**config.mk**
```make
export PLATFORM = sky130hd
export DESIGN_NAME = pfs_port1_mux
export DESIGN_NICKNAME = d
export VERILOG_FILES = /design/src/pfs_pkg.sv /design/src/pfs_pin_cell.sv /design/src/pfs_port1_mux.sv
export SDC_FILE = /design/constraint.sdc
export NUM_CORES = 1
export LEC_CHECK = 0
export ABC_AREA = 0
export BUFFER_PORTS_ARGS = -buffer_cell sky130_fd_sc_hd__buf_2
export CAP_MARGIN = 20
export CORE_MARGIN = 1
export CORE_UTILIZATION = 33
export CTS_CLUSTER_DIAMETER = 150
export DETAILED_ROUTE_END_ITERATION = 7
export GPL_TIMING_DRIVEN = 0
export PLACE_DENSITY_LB_ADDON = 0.15
export SYNTH_ARGS = -nofsm -noshare
export SYNTH_HDL_FRONTEND = slang
export SYNTH_SLANG_ARGS = --single-unit
export TNS_END_PERCENT = 10
```
**constraint.sdc**
```tcl
create_clock -name CLOCK_IN -period 1.7 [get_ports CLOCK_IN]
set_input_delay 0 -clock CLOCK_IN [delete_from_list [all_inputs] [get_ports CLOCK_IN]]
set_output_delay 0 -clock CLOCK_IN [all_outputs]
set_load 0.05 [all_outputs]
```
**src/pfs_pkg.sv**
```systemverilog
/*
  Constants and carrier types for the port 1 pin-function select block.
  Assumes a 32-bit APB master and one shared clock and reset.
*/
package pfs_pkg;

  localparam int unsigned ADDR_W = 8;
  localparam int unsigned DATA_W = 32;

  // Register byte offsets
  localparam logic [ADDR_W-1:0] OFF_FUNC_SEL = 8'h00;
  localparam logic [ADDR_W-1:0] OFF_DIR      = 8'h04;
  localparam logic [ADDR_W-1:0] OFF_LATCH    = 8'h08;
  localparam logic [ADDR_W-1:0] OFF_PULLUP   = 8'h0C;

  // Function-select field positions
  localparam int unsigned BIT_INT3_TRIG = 7;
  localparam int unsigned BIT_INT2      = 6;
  localparam int unsigned BIT_INT1      = 5;
  localparam int unsigned BIT_INT0      = 4;
  localparam int unsigned BIT_SER_TX    = 1;
  localparam int unsigned BIT_TMR_A_CLK = 0;
  localparam int unsigned PIN_ABSENT    = 3;

  // Reset values
  localparam logic [7:0] RST_FUNC_SEL = 8'h00;
  localparam logic [7:0] RST_DIR      = 8'h00;
  localparam logic [7:0] RST_LATCH    = 8'h00;
  localparam logic [7:0] RST_PULLUP   = 8'h00;
  localparam logic [DATA_W-1:0] RST_RDATA = 32'h0000_0000;

  // Writable bits and bits that read as one
  localparam logic [7:0] WR_MASK_FUNC_SEL = 8'hF3;
  localparam logic [7:0] WR_MASK_PORT     = 8'hF7;
  localparam logic [7:0] RD_ONE_FUNC_SEL  = 8'h0C;
  localparam logic [7:0] RD_ONE_PORT      = 8'h08;

  // Port 1 pins that own an alternate role, and which of those drive
  localparam logic [7:0] ALT_PRESENT = 8'hF1;
  localparam logic [7:0] ALT_DRIVES  = 8'h01;

  // Idle level of an unselected interrupt or trigger line
  localparam logic ALT_IDLE = 1'b1;

  typedef struct packed {
    logic              psel;
    logic              penable;
    logic              pwrite;
    logic [ADDR_W-1:0] paddr;
    logic [DATA_W-1:0] pwdata;
  } pfs_apb_req_t;

  typedef struct packed {
    logic              pready;
    logic              pslverr;
    logic [DATA_W-1:0] prdata;
  } pfs_apb_rsp_t;

endpackage : pfs_pkg

```
**src/pfs_pin_cell.sv**
```systemverilog
/*
  One port 1 pin: chooses between general I/O and an alternate role.
  Assumes the pad level is synchronous to the system clock.
*/
`timescale 1ns/1ps
module pfs_pin_cell (
  input  wire logic alt_sel_in,
  input  wire logic alt_drives_in,
  input  wire logic alt_data_in,
  input  wire logic dir_in,
  input  wire logic latch_in,
  input  wire logic pullup_in,
  input  wire logic pad_in,
  output logic      pad_out,
  output logic      pad_oe_out,
  output logic      pullup_on_out,
  output logic      rd_bit_out,
  output logic      alt_level_out
);

  // RL13 alternate owns pin
  assign pad_oe_out    = alt_sel_in ? alt_drives_in : dir_in;
  // RL10 select picks latch or alternate data to drive
  assign pad_out       = alt_sel_in ? alt_data_in : latch_in;
  // RL12 pull-up on input
  assign pullup_on_out = pullup_in & ~pad_oe_out;
  // RL11 latch or live pin
  assign rd_bit_out    = dir_in ? latch_in : pad_in;
  assign alt_level_out = alt_sel_in ? pad_in : pfs_pkg::ALT_IDLE;

endmodule : pfs_pin_cell

```
**src/pfs_port1_mux.sv**
```systemverilog
/*
  Port 1 pin-function select with its general I/O registers, on APB.
  Assumes a 125 MHz clock, synchronous pins and a port 2 block that
  supplies the general I/O drive of port 2 pin 2.
*/
// The register offsets and register access over APB are this design's own decisions.
// Contract
// RL1 - Select bit 7 gives port 1 pin 7 to interrupt line three and the timer V trigger.
// RL2 - Select bit 6 gives port 1 pin 6 to interrupt line two.
// RL3 - Select bit 5 gives port 1 pin 5 to interrupt line one.
// RL4 - Select bit 4 gives port 1 pin 4 to interrupt line zero.
// RL5 - Select bits 3 and 2 are reserved and always read as one.
// RL6 - Select bit 1 gives port 2 pin 2 to the serial transmit output.
// RL7 - Select bit 0 gives port 1 pin 0 to the timer A clock output.
// RL8 - After reset all pins are inputs and all alternate selections are clear.
// RL9 - Direction is chosen per bit and output values sit in a separate latch.
// RL10 - A general I/O pin drives when its direction bit is one, else it is an input.
// RL11 - Reading the latch gives stored bits for outputs and pin levels for inputs.
// RL12 - A pull-up bit works only while its pin is an input, one on and zero off.
// RL13 - With its select bit set the alternate role owns the pin and direction is ignored.
// RL14 - The six select bits read back as written and reserved bits ignore writes.
`timescale 1ns/1ps
module pfs_port1_mux (
  input  wire logic                  CLOCK_IN,
  input  wire logic                  SRST_IN,
  input  wire pfs_pkg::pfs_apb_req_t APB_REQ_IN,
  output pfs_pkg::pfs_apb_rsp_t      APB_RSP_OUT,
  input  wire logic [7:0]            P1_PIN_IN,
  output logic [7:0]                 P1_PIN_OUT,
  output logic [7:0]                 P1_PIN_OE_OUT,
  output logic [7:0]                 P1_PULLUP_OUT,
  input  wire logic                  TIMER_A_CLOCK_OUT_IN,
  input  wire logic                  SER_TX_DATA_IN,
  input  wire logic                  P2_GPIO_DATA_IN,
  input  wire logic                  P2_GPIO_DIR_IN,
  output logic                       P2_PIN2_OUT,
  output logic                       P2_PIN2_OE_OUT,
  output logic                       EXT_INT_LINE_THREE_OUT,
  output logic                       EXT_INT_LINE_TWO_OUT,
  output logic                       EXT_INT_LINE_ONE_OUT,
  output logic                       EXT_INT_LINE_ZERO_OUT,
  output logic                       TIMER_V_TRIGGER_INPUT_OUT
);

  // Register state
  logic [7:0]  func_sel_q;
  logic [7:0]  func_sel_d;
  logic [7:0]  dir_q;
  logic [7:0]  dir_d;
  logic [7:0]  latch_q;
  logic [7:0]  latch_d;
  logic [7:0]  pullup_q;
  logic [7:0]  pullup_d;
  logic [31:0] rdata_q;
  logic [31:0] rdata_d;

  // Bus decode
  logic        setup_ph;
  logic        access_ph;
  logic        aligned;
  logic        hit_sel;
  logic        hit_dir;
  logic        hit_latch;
  logic        hit_pu;
  logic        mapped;
  logic        wr_en;
  logic [7:0]  wbyte;
  logic [7:0]  rd_byte;
  logic [7:0]  pin_rd;
  logic [7:0]  alt_sel;
  logic [7:0]  alt_level;
  logic [7:0]  alt_data;
  logic [7:0]  rd_sel;
  logic [7:0]  rd_dir;
  logic [7:0]  rd_latch;
  logic [7:0]  rd_pu;
  logic        sel_tx;

  // Address match on an aligned word
  function automatic logic reg_hit(
    input logic [pfs_pkg::ADDR_W-1:0] addr,
    input logic [pfs_pkg::ADDR_W-1:0] off
  );
    reg_hit = (addr[pfs_pkg::ADDR_W-1:2] == off[pfs_pkg::ADDR_W-1:2]);
  endfunction : reg_hit

  // Phase decode
  assign setup_ph  = APB_REQ_IN.psel & ~APB_REQ_IN.penable;
  assign access_ph = APB_REQ_IN.psel & APB_REQ_IN.penable;
  // Register hits
  assign aligned   = (APB_REQ_IN.paddr[1:0] == 2'h0);
  assign hit_sel   = aligned & reg_hit(APB_REQ_IN.paddr, pfs_pkg::OFF_FUNC_SEL);
  assign hit_dir   = aligned & reg_hit(APB_REQ_IN.paddr, pfs_pkg::OFF_DIR);
  assign hit_latch = aligned & reg_hit(APB_REQ_IN.paddr, pfs_pkg::OFF_LATCH);
  assign hit_pu    = aligned & reg_hit(APB_REQ_IN.paddr, pfs_pkg::OFF_PULLUP);
  assign mapped    = hit_sel | hit_dir | hit_latch | hit_pu;
  assign wr_en     = access_ph & APB_REQ_IN.pwrite & mapped;
  assign wbyte     = APB_REQ_IN.pwdata[7:0];

  // RL14 implemented select bits only
  assign func_sel_d = (wr_en & hit_sel)
                    ? (wbyte & pfs_pkg::WR_MASK_FUNC_SEL) : func_sel_q;
  // RL9 per-bit direction
  assign dir_d      = (wr_en & hit_dir)
                    ? (wbyte & pfs_pkg::WR_MASK_PORT) : dir_q;
  // RL9 separate output latch
  assign latch_d    = (wr_en & hit_latch)
                    ? (wbyte & pfs_pkg::WR_MASK_PORT) : latch_q;
  // RL12 pull-up enables
  assign pullup_d   = (wr_en & hit_pu)
                    ? (wbyte & pfs_pkg::WR_MASK_PORT) : pullup_q;

  // RL5 reserved bits read one
  assign rd_sel   = func_sel_q | pfs_pkg::RD_ONE_FUNC_SEL;
  assign rd_dir   = dir_q;
  // RL11 mixed latch readback
  assign rd_latch = (pin_rd & pfs_pkg::WR_MASK_PORT) | pfs_pkg::RD_ONE_PORT;
  assign rd_pu    = pullup_q | pfs_pkg::RD_ONE_PORT;

  // Read byte selection
  assign rd_byte = hit_sel   ? rd_sel :
                   hit_dir   ? rd_dir :
                   hit_latch ? rd_latch :
                   hit_pu    ? rd_pu :
                   8'h00;

  // Read data captured in the setup cycle
  assign rdata_d = setup_ph ? {24'h00_0000, rd_byte} : rdata_q;

  // Zero-wait response
  assign APB_RSP_OUT.pready  = 1'b1;
  assign APB_RSP_OUT.pslverr = access_ph & ~mapped;
  assign APB_RSP_OUT.prdata  = rdata_q;

  // RL8 no alternates after reset
  always_ff @(posedge CLOCK_IN) begin
    if (SRST_IN) begin
      func_sel_q <= pfs_pkg::RST_FUNC_SEL;
    end else begin
      func_sel_q <= func_sel_d;
    end
  end

  // RL8 pins start as inputs
  always_ff @(posedge CLOCK_IN) begin
    if (SRST_IN) begin
      dir_q <= pfs_pkg::RST_DIR;
    end else begin
      dir_q <= dir_d;
    end
  end

  // Output latch
  always_ff @(posedge CLOCK_IN) begin
    if (SRST_IN) begin
      latch_q <= pfs_pkg::RST_LATCH;
    end else begin
      latch_q <= latch_d;
    end
  end

  // Pull-up enables
  always_ff @(posedge CLOCK_IN) begin
    if (SRST_IN) begin
      pullup_q <= pfs_pkg::RST_PULLUP;
    end else begin
      pullup_q <= pullup_d;
    end
  end

  // Read data hold
  always_ff @(posedge CLOCK_IN) begin
    if (SRST_IN) begin
      rdata_q <= pfs_pkg::RST_RDATA;
    end else begin
      rdata_q <= rdata_d;
    end
  end

  // RL13 alternate select per pin
  assign alt_sel  = func_sel_q & pfs_pkg::ALT_PRESENT;
  // RL7 timer A clock source
  assign alt_data = {7'h00, TIMER_A_CLOCK_OUT_IN};

  // Pin cells, pin 3 absent
  genvar gi;
  generate
    for (gi = 0; gi < 8; gi++) begin : g_pin
      if (gi == pfs_pkg::PIN_ABSENT) begin : g_none
        assign P1_PIN_OUT[gi]    = 1'b0;
        assign P1_PIN_OE_OUT[gi] = 1'b0;
        assign P1_PULLUP_OUT[gi] = 1'b0;
        assign pin_rd[gi]        = 1'b0;
        assign alt_level[gi]     = pfs_pkg::ALT_IDLE;
      end else begin : g_cell
        pfs_pin_cell u_cell (
          .alt_sel_in    (alt_sel[gi]),
          .alt_drives_in (pfs_pkg::ALT_DRIVES[gi]),
          .alt_data_in   (alt_data[gi]),
          .dir_in        (dir_q[gi]),
          .latch_in      (latch_q[gi]),
          .pullup_in     (pullup_q[gi]),
          .pad_in        (P1_PIN_IN[gi]),
          .pad_out       (P1_PIN_OUT[gi]),
          .pad_oe_out    (P1_PIN_OE_OUT[gi]),
          .pullup_on_out (P1_PULLUP_OUT[gi]),
          .rd_bit_out    (pin_rd[gi]),
          .alt_level_out (alt_level[gi])
        );
      end
    end
  endgenerate

  // RL1 line three and trigger
  assign EXT_INT_LINE_THREE_OUT    = alt_level[pfs_pkg::BIT_INT3_TRIG];
  assign TIMER_V_TRIGGER_INPUT_OUT = alt_level[pfs_pkg::BIT_INT3_TRIG];
  // RL2 line two
  assign EXT_INT_LINE_TWO_OUT      = alt_level[pfs_pkg::BIT_INT2];
  // RL3 line one
  assign EXT_INT_LINE_ONE_OUT      = alt_level[pfs_pkg::BIT_INT1];
  // RL4 line zero
  assign EXT_INT_LINE_ZERO_OUT     = alt_level[pfs_pkg::BIT_INT0];

  // RL6 serial transmit on port 2 pin 2
  assign sel_tx         = func_sel_q[pfs_pkg::BIT_SER_TX];
  assign P2_PIN2_OUT    = sel_tx ? SER_TX_DATA_IN : P2_GPIO_DATA_IN;
  assign P2_PIN2_OE_OUT = sel_tx | P2_GPIO_DIR_IN;

endmodule : pfs_port1_mux

```
# After elaboration in Yosys (flattened, before gate mapping)
# Cells that the tools add are included.
# totals
regBits	35
input_bits	57
wordCells	69
# op_classes
eq_ne	3
muxes	26
bitwise	33
n_reduce_logical	2
# op_table
operator	n
$mux W8	4
$mux W1	22
$and A1 B1 Y1	20
$eq A6 B2 Y1 const B	2
$not A1 Y1	9
$eq A6 B1 Y1 const B	1
$logic_not A6 Y1	1
$or A1 B1 Y1	4
$logic_not A2 Y1	1

# Logic depth before layout (Yosys ltp)
# logic_depth
word_depth	7
depth_mapped	6
mapped_depth_nobuf	4

# Modules after synthesis
# Synthesis repeated with hierarchy kept, for this count alone.
# unflattened
cells_unflattened	215
area_unflattened_um2	2143.3
# modules_own_cells
module	instances	cells_each	area_each_um2	seq_area_each_um2
pfs_port1_mux	1	173	1757.9	700.7
pfs_pin_cell	7	6	55.1	0.0

# Worst setup path before layout
# OpenSTA, ideal clock, no wires.
# synth_path
kind	input-to-reg
start	input port APB_REQ_IN[37] (netlist bit)
end	register rdata_q[4]
setup_ns	0.087
t_arrival_ns	1.077
required_ns	1.613
setup_slack_ns	0.536
path_stages	4
n_path_buf	0
cell_sequence	nor4_4 > nand2_1 > or3_4 > o31ai_1
# synth_via
elab_chain_cells	6
elab_cells_between_ends	12
classes_between	3 x eq/ne; 4 x mux; 4 x bitwise; 1 x reduce/logical
# synth_rtl
element	line_no	source
start, declared	pfs_port1_mux.sv:26	input wire pfs_pkg::pfs_apb_req_t APB_REQ_IN,
$eq A6 B2 Y1	pfs_port1_mux.sv:84	reg_hit = (addr[pfs_pkg::ADDR_W-1:2] == off[pfs_pkg::ADDR_W-1:2]);
$and A1 B1 Y1	pfs_port1_mux.sv:95	assign hit_pu = aligned & reg_hit(APB_REQ_IN.paddr, pfs_pkg::OFF_PULLUP);
$mux W8	pfs_port1_mux.sv:124	hit_pu ? rd_pu :
$mux W8	pfs_port1_mux.sv:123	hit_latch ? rd_latch :
$mux W8	pfs_port1_mux.sv:122	hit_dir ? rd_dir :
$mux W8 (*)	pfs_port1_mux.sv:121	assign rd_byte = hit_sel ? rd_sel :
end signal, assigned	pfs_port1_mux.sv:174	rdata_q <= pfs_pkg::RST_RDATA;
end signal, assigned	pfs_port1_mux.sv:176	rdata_q <= rdata_d;
end, declared	pfs_port1_mux.sv:54	logic [31:0] rdata_q;
# Mark *: on every way between the ends. The rest lies on a longest branch, timed or not.
# A chain may end at the register's enable or synchronous reset.

# Final worst setup path
# layout_path
start	input port APB_REQ_IN[34] (netlist bit)
end	register func_sel_q[1]
# layout_via
elab_chain_cells	7
elab_cells_between_ends	13
classes_between	3 x eq/ne; 9 x bitwise; 1 x reduce/logical
# layout_rtl
element	line_no	source
$eq A6 B1 Y1 / $logic_not A6 Y1 (equally long branches)	pfs_port1_mux.sv:84	
$and A1 B1 Y1, on equally long branches	pfs_port1_mux.sv:93, pfs_port1_mux.sv:92	
$or A1 B1 Y1 (3 in series)	pfs_port1_mux.sv:96	assign mapped = hit_sel | hit_dir | hit_latch | hit_pu;
$and A1 B1 Y1	pfs_port1_mux.sv:97	assign wr_en = access_ph & APB_REQ_IN.pwrite & mapped;
$and A1 B1 Y1 (*)	pfs_port1_mux.sv:101	assign func_sel_d = (wr_en & hit_sel)
end signal, assigned	pfs_port1_mux.sv:138	func_sel_q <= pfs_pkg::RST_FUNC_SEL;
end signal, assigned	pfs_port1_mux.sv:140	func_sel_q <= func_sel_d;
end, declared	pfs_port1_mux.sv:46	logic [7:0] func_sel_q;
# Marks and branches as above.

==> summary.md <==
| Metric | Value |
|---|---|
| Crit path cell chain | buf_2 > clkbuf_1 > nor2_1 > nand4_1 > mux2i_1 > nor2_1 |
| GR Util met2 | roughly a quarter |
| TritonCTS Buffers | 5 |
| Wirelength, routed | around 5.1 mm |
| # fillers | 633 |
| Status | complete, no violations |
| EDFF count, synth | 0 |
| FP Rows | 28 |
| Final Util | 46.24% |
| Drt wl/cell | 11.93 um |
| Pleak | 1.540 nW |
| Antenna cells | 0 |
| NetSw | 0.0005318 W |
| Clock power frac | 36.0% |
| Final setup viols | 0 |
| CP top delay family | simple AND/OR/NAND/NOR gates |
| Final Hold Fails | 0 |
| CP arrival | 1.60 ns |
| Grt peak-use layer | met2 |
| Die Y | 81.96 um |
| Highest clock rate | 697.1 MHz |
| Power per cell area | 657.9 nW/um^2 |
| CTS Hold Bufs | 5 |
| Longest Clk Path Bufs | 2 |
| Largest net degree at the start of global routing | 11 |
| Warning count from the yosys run | 0 |
| Logic gate share of total power | 19.2% |
| CP Buf/Inv Count | 2 |
| Clock skew | around 0.0038 ns |
| H-tree depth | 2 |
| Worst-margin pin slew | 0.5627 ns |
| Met3 Track Usage GR | under 10% |
| Gr ovfl total | 0 |
| Worst vdd ir | 0.0003681 V |
| CP Launch Type | primary input |
| Mean Syn Cell Area | 8.610 sq um |
| Initial Util | 35.01% |
| Fin crit period | 1.434 ns |
| Sequential Area | 700.7 sq um |
| Crit Path Class | in2reg |
| Crit-path most repeated cell | nor2_1 |
| Post-synth top cells | buf_4 (50), dfxtp_1 (35), nor2_1 (34) |
| Die area | 6717 sq um |
| Initial antenna violation count | 0 |
| Via density | 4.277 |
| Max Cap Violations | 0 |
| Post-route ant nets | 0 |
| Post-synthesis sequential area ratio | 33.21% |
| Period utilisation layout | 84.38% |
| Clock sinks | 35 |
| Dominant cells by area after synthesis | dfxtp_1 (33%), buf_4 (18%), mux2i_1 (13%) |
| CTS clk-pin slew, worst paths | around 0.07 ns |
| Multi-input gate area | 1095 sq um |
| Setup Buffers After CTS | 0 |
| Internal power | 0.001301 W |
| Die Wd | 81.96 um |
| # DRC | 0 |
| Final Max Tran Viols | 0 |
| Number of global-route vias before repair | 1,599 |
| Cts repair resizes | 0 |
| Area leader, netlist | dfxtp_1 |
| Synth unique cells | 31 |
| Most frequent cell after synthesis | buf_4 |
| Register bit count reported by yosys | 35 |
| First-pass GRT wire length | 7.948 mm |
| Critical path endpoint category | register |
| Port Buffer Count | 67 |
| Async set or reset register ratio after synthesis | 0% |
| CP required | 1.87 ns |
| Gate count of the mapped netlist | ~250 |
| Primary FF master, synth | dfxtp_1 |
| Vias | roughly 1.8k |
| Worst Hold Class | in2reg |
| Post-Syn Area | 2110 sq um |
| Share of cells above drive strength 1 | 38.18% |
| CTS tree | yes |
| Final TNS setup | 0 ns |
| Total track usage | approximately 16% |
| Top Ports | 122 |
| Placer congestion estimate | 0.7587 |
| DRT iter0 DRCs | about 130 |
| Total design power | between 0.0015 and 0.002 W |
| M1 GR Usage | a little over a fifth |
| Core Region | ~6000 sq um |
| Sequential power share | 44.8% |
| Worst skew pair latency | 0.29 ns |
| CP max stage cell | nand4_1 |
| First-pass DRT Iterations | 4 |
| Crit-path max FO | 10 |
| Switching Share | 29.01% |
| Fin nets | 407 |
| Root buffer cell | clkbuf_8 |
| RSZ-0062 raised after global routing | false |
| Syn-to-layout area delta | 32.09% |
| Detailed Place HPWL | 3.784 mm |
| Post-synth top area share | 33.21% |
| Slew margin rel. | 62.35% |
| Max incr delay on CP | 0.51 ns |
worst paths after layout:
| check | slack [ns] | start | cells after the start | to |
|---|---|---|---|---|
| min reg2reg | 0.45 | rdata_q[7] | 2 | rdata_q[7] |
| max | 0.27 | APB_REQ_IN[34] | 6 | func_sel_q[1] |
| min | 0.009 | APB_REQ_IN[5] | 3 | dir_q[5] |
| max reg2reg | 0.56 | dir_q[0] | 4 | rdata_q[0] |
stage by stage:
stage,instances,hold WS [ns],area [sq um],setup slack (ns)
after floorplan,271,0.1439,2207,0.5358
final,426,0.009095,2786,0.2656
after CTS,426,0.003615,2786,0.2640
after detailed placement,413,0.2785,2636,-0.01611
after global routing,426,0.01255,2786,0.07458
after global placement,413,0.2721,2636,-0.01803
routing by layer:
layer | vias up | routed length (um)
li1 | 954 | -
met4 | 0 | 59
met2 | 71 | 2251
met3 | 5 | 415
met1 | 792 | 2355
met5 | - | 0
layout by cell type, fill, tap and decap left out, drive strengths merged, types with 4 or more instances in the layout:
master       count
conb            28
nand2            9
mux2i           27
buf            119
nand2b           7
dfxtp           35
dlygate4sd3      5
o21a             4
nor2b           21
o21ai           10
clkbuf          14
nor2            34
nor3b            4
cell type report:
class	count	share of cell area, %
buffer	58	14.64
timing repair buffer	72	13.83
sequential	35	25.15
tap	75	3.368
multi-input combinational	177	39.29
clock buffer	8	3.592
inverter	1	0.1347
registers in the layout, indices dropped and copies added, names as in the netlist:
signal      cells
dir_q           7
latch_q         7
pullup_q        7
rdata_q         8
func_sel_q      6
cell families (layout without fill, tap and decap cells):
logic type / after synthesis / after routing / synth area share [%]
and+or+nand+nor: 91 / 91 / 23.55
buffers and inverters: 59 / 139 / 19.51
DFF: 35 / 35 / 33.21
AOI/OAI and AO/OA: 29 / 29 / 9.490
muxes: 29 / 29 / 13.88
other: 2 / 28 / 0.3560
tightest hold or removal path, delay by kind of cell:
kind	cells	cell delay [ns]
buffers and inverters	1	0.12
multiplexers	1	0.07
AND/OR/NAND/NOR	1	0.07
power groups by stage:
stage / sequential [W] / clock (W) / combinational (W)
global route: 0.000820 / 0.000722 / 0.000379
detailed placement: 0.000839 / 0 / 0.000343
global placement: 0.000839 / 0 / 0.000342
finish: 0.000820 / 0.000660 / 0.000352
CTS: 0.000820 / 0.000677 / 0.000352
floorplan: 0.000840 / 0 / 0.000266
(Power assumes the default switching activity.)
